## config.mk

```make
export PLATFORM = sky130hd
export DESIGN_NAME = ctlst_status
export DESIGN_NICKNAME = d
export VERILOG_FILES = /design/src/ctlst_pkg.sv /design/src/ctlst_status.sv
export VERILOG_INCLUDE_DIRS = /design/src /design/src/src
export SDC_FILE = /design/constraint.sdc
export NUM_CORES = 1
export LEC_CHECK = 0
export BUFFER_PORTS_ARGS = -buffer_cell sky130_fd_sc_hd__buf_2
export CORE_ASPECT_RATIO = 0.75
export CORE_MARGIN = 3
export CORE_UTILIZATION = 30
export CTS_CLUSTER_SIZE = 24
export DETAILED_ROUTE_END_ITERATION = 16
export GPL_ROUTABILITY_DRIVEN = 0
export PLACE_DENSITY = 0.51
export SKIP_LAST_GASP = 1
export SLEW_MARGIN = 0
export SYNTH_ARGS = -nofsm -noshare
export SYNTH_HDL_FRONTEND = slang
export SYNTH_SLANG_ARGS = --single-unit
```

## constraint.sdc

```tcl
create_clock -name core_clk -period 2.39 [get_ports core_clk]
set_clock_uncertainty 0.2 [all_clocks]
set_input_delay 0.1195 -clock core_clk [delete_from_list [all_inputs] [get_ports core_clk]]
set_output_delay 0.1195 -clock core_clk [all_outputs]
set_load 0.05 [all_outputs]
```

## src/ctlst_consts.svh

```systemverilog
// Constants for the controller status bytes block
`ifndef CTLST_CONSTS_SVH
`define CTLST_CONSTS_SVH
// Byte indices of the status bytes in the outgoing frame
`define CTLST_IDX_FIRMWARE     8'h00
`define CTLST_IDX_HARDWARE     8'h01
`define CTLST_IDX_MODEL        8'h02
`define CTLST_IDX_STATE        8'h03
`define CTLST_IDX_WARNINGS     8'h04
// Field positions
`define CTLST_STATE_READY_BIT  0
`define CTLST_FAULT_LSB        4
`define CTLST_WARN_RETAIN_BIT  1
`define CTLST_WARN_SUPPLY_BIT  2
// Reset values
`define CTLST_STATE_RESET      8'h00
`define CTLST_WARN_RESET       8'h00
// Fault codes
`define CTLST_FAULT_NONE       4'h0
`define CTLST_FAULT_DATA_CHECK 4'h2
`define CTLST_FAULT_SHORT      4'h3
`define CTLST_FAULT_MODEL      4'h4
`define CTLST_FAULT_HDR_CHECK  4'h5
`define CTLST_FAULT_SPI_FAST   4'h6
`endif

```

## src/ctlst_pkg.sv

```systemverilog
// Types for the controller status bytes block
package ctlst_pkg;
    typedef logic [7:0] ctlst_byte_t;
    typedef logic [3:0] ctlst_fault_t;
    typedef enum logic [1:0] {
        CTLST_IDLE,
        CTLST_FRAME,
        CTLST_SAFE
    } ctlst_state_t;
endpackage

```

## src/ctlst_status.sv

```systemverilog
// Controller status bytes served over an SPI mode 0 slave
`timescale 1ns/1ps
`include "ctlst_consts.svh"

module ctlst_status #(
    parameter int          FRAME_BYTES = 67,
    parameter logic [7:0]  FIRMWARE    = 8'h01, // Arbitrary value
    parameter logic [7:0]  HARDWARE    = 8'h01, // Arbitrary value
    parameter logic [7:0]  MODEL_ID    = 8'h41  // Arbitrary value
) (
    input  wire logic                 core_clk,
    input  wire logic                 sys_rst,
    input  wire logic                 spi_sclk,
    input  wire logic                 spi_cs_n,
    input  wire logic                 spi_mosi,
    output logic                      spi_miso,
    output logic                      spi_miso_oe,
    input  wire logic                 device_ready,
    input  wire logic                 safe_state_trip,
    input  wire logic                 data_check_fail,
    input  wire logic                 header_check_fail,
    input  wire logic                 spi_too_fast,
    input  wire ctlst_pkg::ctlst_byte_t host_expected_model_id,
    input  wire logic                 retain_check_warning_flag,
    input  wire logic                 low_supply_warning_flag,
    output ctlst_pkg::ctlst_byte_t    controller_state,
    output ctlst_pkg::ctlst_byte_t    controller_warnings,
    output logic                      frame_done
);
    import ctlst_pkg::*;

    // ========================================================
    // Pin edges
    // ========================================================
    logic         sclk_q;
    logic         cs_n_q;
    logic         rise;
    logic         fall;
    logic         frame_end;
    ctlst_state_t state;

    always_ff @(posedge core_clk) begin
        if (sys_rst) begin
            sclk_q <= 1'b0;
            cs_n_q <= 1'b1;
        end else begin
            sclk_q <= spi_sclk;
            cs_n_q <= spi_cs_n;
        end
    end

    // Mode 0: sample on rising edge, shift on falling edge
    assign rise      = spi_sclk & ~sclk_q & ~spi_cs_n;
    assign fall      = ~spi_sclk & sclk_q & ~spi_cs_n;
    assign frame_end = spi_cs_n & ~cs_n_q & (state == CTLST_FRAME);

    // ========================================================
    // Frame sequencing
    // ========================================================
    always_ff @(posedge core_clk) begin
        if (sys_rst) begin
            state <= CTLST_IDLE;
        end else begin
            unique case (state)
                CTLST_IDLE: begin
                    if (safe_state_trip) begin
                        state <= CTLST_SAFE;
                    end else if (~spi_cs_n & cs_n_q) begin
                        state <= CTLST_FRAME;
                    end
                end
                CTLST_FRAME: begin
                    if (safe_state_trip) begin
                        state <= CTLST_SAFE;
                    end else if (spi_cs_n) begin
                        state <= CTLST_IDLE;
                    end
                end
                CTLST_SAFE: state <= CTLST_SAFE;
            endcase
        end
    end

    // ========================================================
    // Bit and byte counters, receive shift
    // ========================================================
    logic [2:0]  bit_cnt;
    logic [7:0]  byte_cnt;
    logic [7:0]  rx_shift;
    logic        model_seen;
    logic        model_bad;
    logic [7:0]  next_rx;

    assign next_rx = {rx_shift[6:0], spi_mosi};

    always_ff @(posedge core_clk) begin
        if (sys_rst || state != CTLST_FRAME) begin
            bit_cnt    <= 3'h0;
            byte_cnt   <= 8'h00;
            rx_shift   <= 8'h00;
            model_seen <= 1'b0;
            model_bad  <= 1'b0;
        end else if (rise) begin
            rx_shift <= next_rx;
            bit_cnt  <= bit_cnt + 3'h1;
            if (bit_cnt == 3'h7) begin
                if (byte_cnt != 8'hff) begin
                    byte_cnt <= byte_cnt + 8'h01;
                end
                // Host sends its expected model at byte 0
                if (byte_cnt == `CTLST_IDX_FIRMWARE) begin
                    model_seen <= 1'b1;
                    model_bad  <= (next_rx != MODEL_ID);
                end
            end
        end
    end

    // ========================================================
    // Status bytes
    // ========================================================
    ctlst_fault_t fault;
    ctlst_fault_t next_fault;
    logic         ready;

    // Priority picks one code when several faults coincide
    always_comb begin
        next_fault = `CTLST_FAULT_NONE;
        if (spi_too_fast) begin
            next_fault = `CTLST_FAULT_SPI_FAST;
        end else if (byte_cnt < 8'(FRAME_BYTES)) begin
            next_fault = `CTLST_FAULT_SHORT;
        end else if (header_check_fail) begin
            next_fault = `CTLST_FAULT_HDR_CHECK;
        end else if ((model_seen && model_bad) ||
                     host_expected_model_id != MODEL_ID) begin
            next_fault = `CTLST_FAULT_MODEL;
        end else if (data_check_fail) begin
            next_fault = `CTLST_FAULT_DATA_CHECK;
        end
    end

    always_ff @(posedge core_clk) begin
        if (sys_rst) begin
            fault <= `CTLST_FAULT_NONE;
        end else if (frame_end) begin
            fault <= next_fault;
        end
    end

    always_ff @(posedge core_clk) begin
        if (sys_rst) begin
            ready <= 1'b0;
        end else if (state == CTLST_SAFE || safe_state_trip) begin
            ready <= 1'b0;
        end else if (frame_end) begin
            ready <= device_ready &&
                     (next_fault == `CTLST_FAULT_NONE);
        end
    end

    // ========================================================
    // Byte assembly
    // ========================================================
    ctlst_byte_t next_state_byte;
    ctlst_byte_t next_warn_byte;

    // Start from the reset value so unassigned bits can only read zero
    always_comb begin
        next_state_byte = `CTLST_STATE_RESET;
        next_state_byte[`CTLST_FAULT_LSB +: 4] = fault;
        next_state_byte[`CTLST_STATE_READY_BIT] = ready;
    end

    always_comb begin
        next_warn_byte = `CTLST_WARN_RESET;
        next_warn_byte[`CTLST_WARN_RETAIN_BIT] =
            retain_check_warning_flag;
        next_warn_byte[`CTLST_WARN_SUPPLY_BIT] =
            low_supply_warning_flag;
    end

    // State byte lands one cycle after the fault and ready registers
    always_ff @(posedge core_clk) begin
        if (sys_rst) begin
            controller_state <= `CTLST_STATE_RESET;
        end else begin
            controller_state <= next_state_byte;
        end
    end

    // Flags follow their pins with one cycle of lag, not frame bound
    always_ff @(posedge core_clk) begin
        if (sys_rst) begin
            controller_warnings <= `CTLST_WARN_RESET;
        end else begin
            controller_warnings <= next_warn_byte;
        end
    end

    always_ff @(posedge core_clk) begin
        if (sys_rst) begin
            frame_done <= 1'b0;
        end else begin
            frame_done <= frame_end;
        end
    end

    // ========================================================
    // Transmit shift
    // ========================================================
    function automatic ctlst_byte_t tx_byte(input logic [7:0] idx,
                                            input ctlst_byte_t st,
                                            input ctlst_byte_t wr);
        unique case (idx)
            `CTLST_IDX_FIRMWARE: tx_byte = FIRMWARE;
            `CTLST_IDX_HARDWARE: tx_byte = HARDWARE;
            `CTLST_IDX_MODEL:    tx_byte = MODEL_ID;
            `CTLST_IDX_STATE:    tx_byte = st;
            `CTLST_IDX_WARNINGS: tx_byte = wr;
            default:             tx_byte = 8'h00;
        endcase
    endfunction

    logic [7:0] tx_shift;

    // First bit is valid as soon as select falls, before any edge
    always_ff @(posedge core_clk) begin
        if (sys_rst || state != CTLST_FRAME) begin
            tx_shift <= tx_byte(8'h00, controller_state,
                                controller_warnings);
        end else if (fall) begin
            if (bit_cnt == 3'h0) begin
                tx_shift <= tx_byte(byte_cnt, controller_state,
                                    controller_warnings);
            end else begin
                tx_shift <= {tx_shift[6:0], 1'b0};
            end
        end
    end

    assign spi_miso    = tx_shift[7];
    // Safe state stops the device answering
    assign spi_miso_oe = ~spi_cs_n & (state == CTLST_FRAME);
endmodule

```

==> results of run 1 <==
==> cell usage after synthesis (all sizes together) (3+ instances only) <==
| cell | number |
|---|---|
| buf | 12 |
| nand2b | 3 |
| nor2 | 25 |
| nand3 | 6 |
| ha | 10 |
| mux2i | 10 |
| clkbuf | 7 |
| a21oi | 18 |
| nor2b | 9 |
| nor3 | 3 |
| nand2 | 7 |
| dfxtp | 43 |
| o21ai | 6 |
| xor2 | 5 |
| nand4 | 6 |
| inv | 11 |
| nor3b | 3 |
| nor4b | 3 |
==> routing by layer <==
layer | routed length (µm) | track usage (%)
met5 | 0 | 0
met4 | 37 | 3.634
met3 | 183 | 3.091
met2 | 1765 | 15.87
met1 | 2350 | 17.06
==> what timing repair did <==
action / 4_1_cts / 5_1_grt
hold endpoints to repair: 12 / 0
hold buffers: 11 / 0
resized for setup: 0 / 0
==> cell type report <==
| cell class | instances | area, µm² |
|---|---|---|
| fillers | 685 | 3975 |
| clock buffers | 5 | 68.82 |
| inverters | 11 | 41.29 |
| repair buffers | 44 | 287.8 |
| well taps | 81 | 101.3 |
| multi-input cells | 154 | 1026 |
| clock inverters | 3 | 20.02 |
| flip-flops and latches | 43 | 860.8 |
==> flip-flops by register name (all words and copies together) (netlist names) <==
signal	flops
bit_cnt	3
byte_cnt	8
controller_state	4
controller_warnings	2
cs_n_q	1
fault	3
frame_done	1
model_bad	1
model_seen	1
ready	1
rx_shift	7
sclk_q	1
state	2
tx_shift	8
==> cell families (layout without fill, tap and decap cells) <==
logic type	count (synthesis)	after routing
buffers and inverters	30	63
muxes	10	10
AOI/OAI and AO/OA	40	40
xor gates and xnor gates	7	7
DFF	43	43
and+or+nand+nor	77	77
other	1	10
adders and majority gates	10	10
==> power breakdown <==
group          internal [mW]  switching [mW]  total [mW]
logic                 0.0477          0.0899       0.138
clock network          0.203           0.259       0.462
registers              0.724         0.00518       0.729
==> path summary, 6_finish.rpt <==
path / end / from / slack (ns) / cells after the start
min: ready / host_expected_model_id[0] / 0.11 / 4
max: ready / state[1] / 0.16 / 6
min reg2reg: model_seen / model_seen / 0.26 / 2
max reg2reg: ready / state[1] / 0.16 / 6
==> cell usage in the layout (no fill, tap or decap), drive strengths merged, types with 2 or more instances in the layout <==
master	count
conb	10
nor3	3
or2	2
nand2b	3
a211oi	2
ha	10
clkbuf	5
o21ai	6
nand4	6
nand2	7
dlygate4sd3	11
xnor2	2
and2	2
o2111ai	2
a21o	2
nand3	6
xor2	5
mux2i	10
nor2b	9
nor2	25
dfxtp	43
clkinvlp	2
a2111oi	2
o211ai	2
buf	33
nor3b	3
inv	11
a21oi	18
nor4b	3
==> worst max-delay path, stage by stage, from the launching register on <==
cell	delay (ns)
dfxtp_1	0.33
inv_1	0.08
ha_1	0.22
nand3b_2	0.16
or2_1	0.28
or4_4	0.55
a2111oi_4	0.33
==> impl_metrics.tcl, run 1 <==
set metrics [dict create \
    n_antenna_cell 0 \
    synthSimpleGateAreaFrac_pct 21.21 \
    clock_sinks 43 \
    drc 0 \
    cts_tree "yes" \
    layout.cells.non_filler 341 \
    io-pin-count 39 \
    setup_ws_ns 0.1596 \
    hpwl_mm 3.205 \
    setup-violations-final 0 \
    ir_drop_uv 240.7 \
    die_width_um 100.3 \
    path_class "reg2reg" \
    synth-compound-area-share_pct 13.64 \
    holdWs_ns 0.1092 \
    cp_max_fo 6 \
    dp.cells 322 \
    powerDensity_mw_per_mm2 552.3 \
    rsz0062_at_grt "no" \
    nets 289 \
    maxCapViolCount 0 \
    cts_setup_buffers 0 \
    fin_area_mm2 0.002406 \
    syn_inst 218 \
    synth_top_area_share_pct 43.05 \
    wl_per_cell_um 12.72 \
    seq_area_frac_synth_pct 43.05 \
    synth-main-ff-cell "dfxtp_1" \
    outcome "finished, final reports clean" \
    synth_xor_area_share_pct 3.066 \
    arrival_ns 2.23 \
    grt_pass1_wl_mm 7.031 \
    fin_crit_ns 2.230 \
    synth_area_leaders "dfxtp_1, ha_1, mux2i_1" \
    grt_pass1_vias 1463 \
    grt_overflow_total 0 \
    syn_area_mm2 0.001999 \
    period_share_pct 93.32 \
    drt-total-wl_mm 4.336 \
    die_y_um 76.70 \
    utilization_pct 37.71 \
    timing.slew.headroom_pct 59.37 \
    p_leak_nw 0.9394 \
    synth_fa_ha_area_share_pct 6.258 \
    grt_antenna_before_repair 0 \
    initial_utilization_pct 31.33 \
    first_pass_iters 4 \
    dpl_cell_area_mm2 0.002207 \
    crit_required_ns 2.39 \
    syn2layout_area_growth_pct 20.34 \
    synth_edf_count 0 \
    drt_iter0_markers 58 \
    clkTransAtPathRegs_ns 0.08 \
    max_freq_mhz 448.3 \
    endpoint_kind "register" \
    synth_mux_area_share_pct 5.006 \
    worst_slew_pin_slew_ns 0.6039 \
    coreArea_mm2 0.006381 \
    cts_buffers 5 \
    yosysWarnings 0 \
    dr_total_vias 1603 \
    rows 25 \
    ys_types 45 \
    grt.total_usage_pct 11.48 \
    ys_seq_elements 43 \
    vias_per_cell 4.701 \
    start_kind "register" \
    synth.avg_cell_area_um2 9.172 \
    htreeDepth 2 \
    antenna_left 0 \
    finalHoldViolations 0 \
    cts.path.max_buffers 2 \
    report.final.slew_viol_count 0 \
    hold_path_class "in2reg" \
    post-place-ws_ns 0.1774 \
    grt_max_degree 24 \
    power_mw 1.329 \
    clockRootBuffer "clkbuf_8" \
    clk_latency_ns 0.29 \
    yosysTopAreaCell "dfxtp_1" \
    io_buffer_count 28 \
    finalSetupTns_ns 0 \
    dieArea_mm2 0.007690 \
    drive_above_1_share_pct 18.08 \
    async_flop_share_pct 0 \
    synth_top_family_by_area "simple AND/OR/NAND/NOR gates" \
]
Power figures use the tool's default switching activity.
==> inputs of run 2 (changes only) <==
CTS_CLUSTER_DIAMETER = 30   (was default)
RECOVER_POWER = 100   (was default)
==> impl_metrics.tcl, run 2 (synthesized netlist as in run 1, its figures left out) <==
set metrics [dict create \
    outcome "finished, final reports clean" \
    wl_per_cell_um 12.84 \
    p_sw_mw 0.3551 \
    syn2layout_area_growth_pct 19.40 \
    grt_pass1_wl_mm 7.031 \
    max_freq_mhz 446.2 \
    timing.rr.start "state[1]" \
    grt.total_usage_pct 11.48 \
    crit_required_ns 2.39 \
    rsz0062_at_grt "no" \
    timing.slew.headroom_pct 46.86 \
    report.final.slew_viol_count 0 \
    rows 25 \
    cts.path.max_buffers 2 \
    maxCapViolCount 0 \
    clock_sinks 43 \
    dieArea_mm2 0.007690 \
    dr_total_vias 1607 \
    htreeDepth 2 \
    drt-total-wl_mm 4.380 \
    post-place-ws_ns 0.1774 \
    p_int_mw 0.9738 \
    finalHoldViolations 0 \
    initial_utilization_pct 31.33 \
    start_kind "register" \
    slowest_delay_ns 0.56 \
    hpwl_mm 3.205 \
    switching_share_pct 26.72 \
    hold_path_class "in2reg" \
    setup_ws_ns 0.1490 \
    power_frac_comb_pct 10.3 \
    io-pin-count 39 \
    fillers 690 \
    p_clk_share_pct 34.9 \
    drive_above_1_share_pct 13.85 \
    grt_max_degree 24 \
    powerDensity_mw_per_mm2 556.7 \
    slowest_stage "or4_4" \
    first_pass_iters 4 \
    cts_buffers 5 \
    antenna_left 0 \
    worst_slew_pin_slew_ns 0.7971 \
    arrival_ns 2.24 \
    drc 0 \
    final_cell_mix "dfxtp_1, nor2_1, a21oi_1, buf_2" \
    clkTransAtPathRegs_ns 0.08 \
    n_antenna_cell 0 \
    die_y_um 76.70 \
    grt_overflow_total 0 \
    utilization_pct 37.41 \
    crit_buf_inv 1 \
    cts_setup_buffers 0 \
    endpoint_kind "register" \
    clockRootBuffer "clkbuf_8" \
    setup-violations-final 0 \
    path_class "reg2reg" \
    nets 289 \
    coreArea_mm2 0.006381 \
    vias_per_cell 4.713 \
    p_leak_nw 0.8940 \
    critical_path.cell_chain "inv_1 > ha_1 > nand3b_2 > or2_0 > or4_4 > a2111oi_4" \
    cp_max_fo 6 \
    ir_drop_uv 240.8 \
    period_share_pct 93.77 \
    cts_tree "yes" \
    io_buffer_count 28 \
    grt_antenna_before_repair 0 \
    fin_crit_ns 2.241 \
    seqPwrFrac_pct 54.9 \
    cp_top_family "simple AND/OR/NAND/NOR gates" \
    reg_top3 "byte_cnt: 8 flops, tx_shift: 8 flops, rx_shift: 7 flops" \
    drt_iter0_markers 73 \
    min_from "host_expected_model_id[0]" \
    die_width_um 100.3 \
    clk_latency_ns 0.30 \
    grt_pass1_vias 1463 \
    finalSetupTns_ns 0 \
    layout_commonest_cell "dfxtp_1" \
    cp-startpoint "state[1]" \
]
run 2: cell count changes in the layout (fill, tap and decap cells not counted), sizes merged:
cell,before,now
clkbuf,5,17
buf,33,21
run 2: repair_timing:
action / in CTS / in global routing
hold buffers: 11 / 0
gates resized for setup: 0 / 0
hold endpoints to repair: 12 / 0
run 2: power groups by stage:
stage	Sequential (mW)	Clock [mW]	Combinational [mW]
after detailed placement	0.746	0	0.124
after global placement	0.746	0	0.125
after CTS	0.729	0.474	0.138
after floorplan	0.753	0	0.0933
final	0.729	0.463	0.136
after global routing	0.731	0.506	0.148
run 2: worst paths after layout:
check | to | slack, ns | cells after the start
setup / recovery | ready | 0.15 | 6
hold / removal | ready | 0.10 | 4
setup reg to reg | ready | 0.15 | 6
hold reg to reg | model_seen | 0.26 | 2
run 2: metrics by stage:
step                      area, µm²  hold WS [ns]  std cells  total power, mW
after floorplan                2033     0.0001907        227           0.8461
after global placement         2207        0.1317        322           0.8706
after detailed placement       2207        0.1413        322           0.8704
after CTS                      2406       0.09697        341            1.342
after global routing           2387        0.1312        341            1.385
final                          2387        0.1013        341            1.329
run 2: cell type report:
class	instances	area [µm²]	share of cell area, %
inverters	11	41.29	1.730
well taps	81	101.3	4.245
flip-flops and latches	43	860.8	36.06
clock buffers	5	68.82	2.883
repair buffers	44	269.0	11.27
multi-input cells	154	1026	42.98
clock inverters	3	20.02	0.8386
run 2: worst register-to-register path, cell delays in order (launching register included):
cell and delay (ns):
dfxtp_1 0.33, inv_1 0.08, ha_1 0.22, nand3b_2 0.15, or2_0 0.28, or4_4 0.56
a2111oi_4 0.33
run 2: routing by layer:
layer / vias up / global-route usage [%] / part of all wire (%)
li1: 821 / - / -
met1: 745 / 17.06 / 54
met2: 37 / 15.87 / 41
met3: 4 / 3.091 / 4.4
met4: 0 / 3.634 / 0.80
met5: - / 0 / 0
==> inputs of run 3 (changes only) <==
CORE_UTILIZATION = 40   (was 30)
PLACE_DENSITY = 0.63   (was 0.51)
SKIP_LAST_GASP = default   (was 1)
==> impl_metrics.tcl, run 3 (synthesized netlist as in run 1, its figures left out) <==
set metrics [dict create \
    outcome "finished, final reports clean" \
    final_cell_mix "dfxtp_1, nor2_1, a21oi_1, buf_2, clkbuf_1" \
    worst_slew_pin_slew_ns 0.7997 \
    grt_pass1_vias 1434 \
    cp_max_fo 6 \
    wl_per_cell_um 12.58 \
    clock_sinks 43 \
    finalHoldViolations 0 \
    maxCapViolCount 0 \
    cts_resized 0 \
    vias_per_cell 5.009 \
    io_buffer_count 28 \
    clkTransAtPathRegs_ns 0.08 \
    start_kind "register" \
    cts_tree "yes" \
    cts_buffers 5 \
    antenna_left 0 \
    grt.total_usage_pct 14.50 \
    syn2layout_area_growth_pct 17.33 \
    drt-total-wl_mm 3.975 \
    io-pin-count 39 \
    reg_top3 "byte_cnt: 8 flops, tx_shift: 8 flops, rx_shift: 7 flops" \
    cts_setup_buffers 0 \
    rows 21 \
    dr_total_vias 1583 \
    p_leak_nw 0.8896 \
    drt_iter0_markers 66 \
    cts.path.max_buffers 2 \
    hpwl_mm 2.891 \
    holdWs_ns 0.09679 \
    dieArea_mm2 0.005892 \
    endpoint_kind "register" \
    timing.slew.headroom_pct 46.69 \
    grt_pass1_wl_mm 6.541 \
    die_width_um 87.64 \
    coreArea_mm2 0.004624 \
    period_share_pct 92.65 \
    grt_antenna_before_repair 0 \
    fin_crit_ns 2.214 \
    n_antenna_cell 0 \
    power_mw 1.318 \
    report.final.slew_viol_count 0 \
    nets 288 \
    r2r_slack_ns 0.18 \
    drc 0 \
    layout_commonest_cell "dfxtp_1" \
    rsz0062_at_grt "no" \
    crit_required_ns 2.39 \
    die_y_um 67.23 \
    max_freq_mhz 451.6 \
    first_pass_iters 4 \
    ir_drop_uv 251.3 \
    arrival_ns 2.22 \
    hold_buffers 11 \
    initial_utilization_pct 43.24 \
    powerDensity_mw_per_mm2 561.6 \
    grt_overflow_total 0 \
    hold_path_class "in2reg" \
    setup-violations-final 0 \
    grt_max_degree 24 \
    clockRootBuffer "clkbuf_8" \
    clk_latency_ns 0.30 \
    finalSetupTns_ns 0 \
    drive_above_1_share_pct 13.13 \
    path_class "reg2reg" \
    htreeDepth 2 \
]
run 3: worst paths after layout:
check,startpoint,endpoint,cells past startpoint
setup / recovery,state[1],ready,6
hold / removal,host_expected_model_id[0],ready,4
setup reg to reg,state[1],ready,6
hold reg to reg,model_seen,model_seen,2
run 3: report_power, final:
part | internal (mW) | switching (mW)
Clock | 0.204 | 0.250
Sequential | 0.724 | 0.00520
Combinational | 0.0462 | 0.0877
Total | 0.975 | 0.343
run 3: worst max-delay path: stages (launching register included):
cell,delay (ns)
dfxtp_1,0.33
inv_1,0.07
ha_1,0.21
nand3b_2,0.15
or2_0,0.27
or4_4,0.56
a2111oi_4,0.33
run 3: through the flow:
stage | utilization, % | std cells | setup WS (ns) | instance area, µm²
after floorplan | - | 227 | 0.2040 | 2033
after global placement | 46.92 | 297 | 0.2284 | 2170
after detailed placement | 46.92 | 297 | 0.1832 | 2170
after CTS | 51.14 | 316 | 0.1677 | 2365
after global routing | 50.73 | 316 | 0.05896 | 2346
final | 50.73 | 316 | 0.1756 | 2346
run 3: cell type report:
cell class,count,area (µm²)
clock buffers,6,72.57
clock inverters,2,12.51
inverters,11,41.29
repair buffers,43,261.5
well taps,57,71.32
flip-flops and latches,43,860.8
multi-input cells,154,1026
fillers,458,2278
run 3: per-layer routing:
layer	share of wire (%)	vias to the layer above	routed length, µm	track usage [%]
li1	-	817	-	-
met5	0	-	0	0
met1	54	725	2150	20.77
met3	4.3	5	169	3.659
met2	40	36	1608	20.96
met4	1.2	0	48	5.172
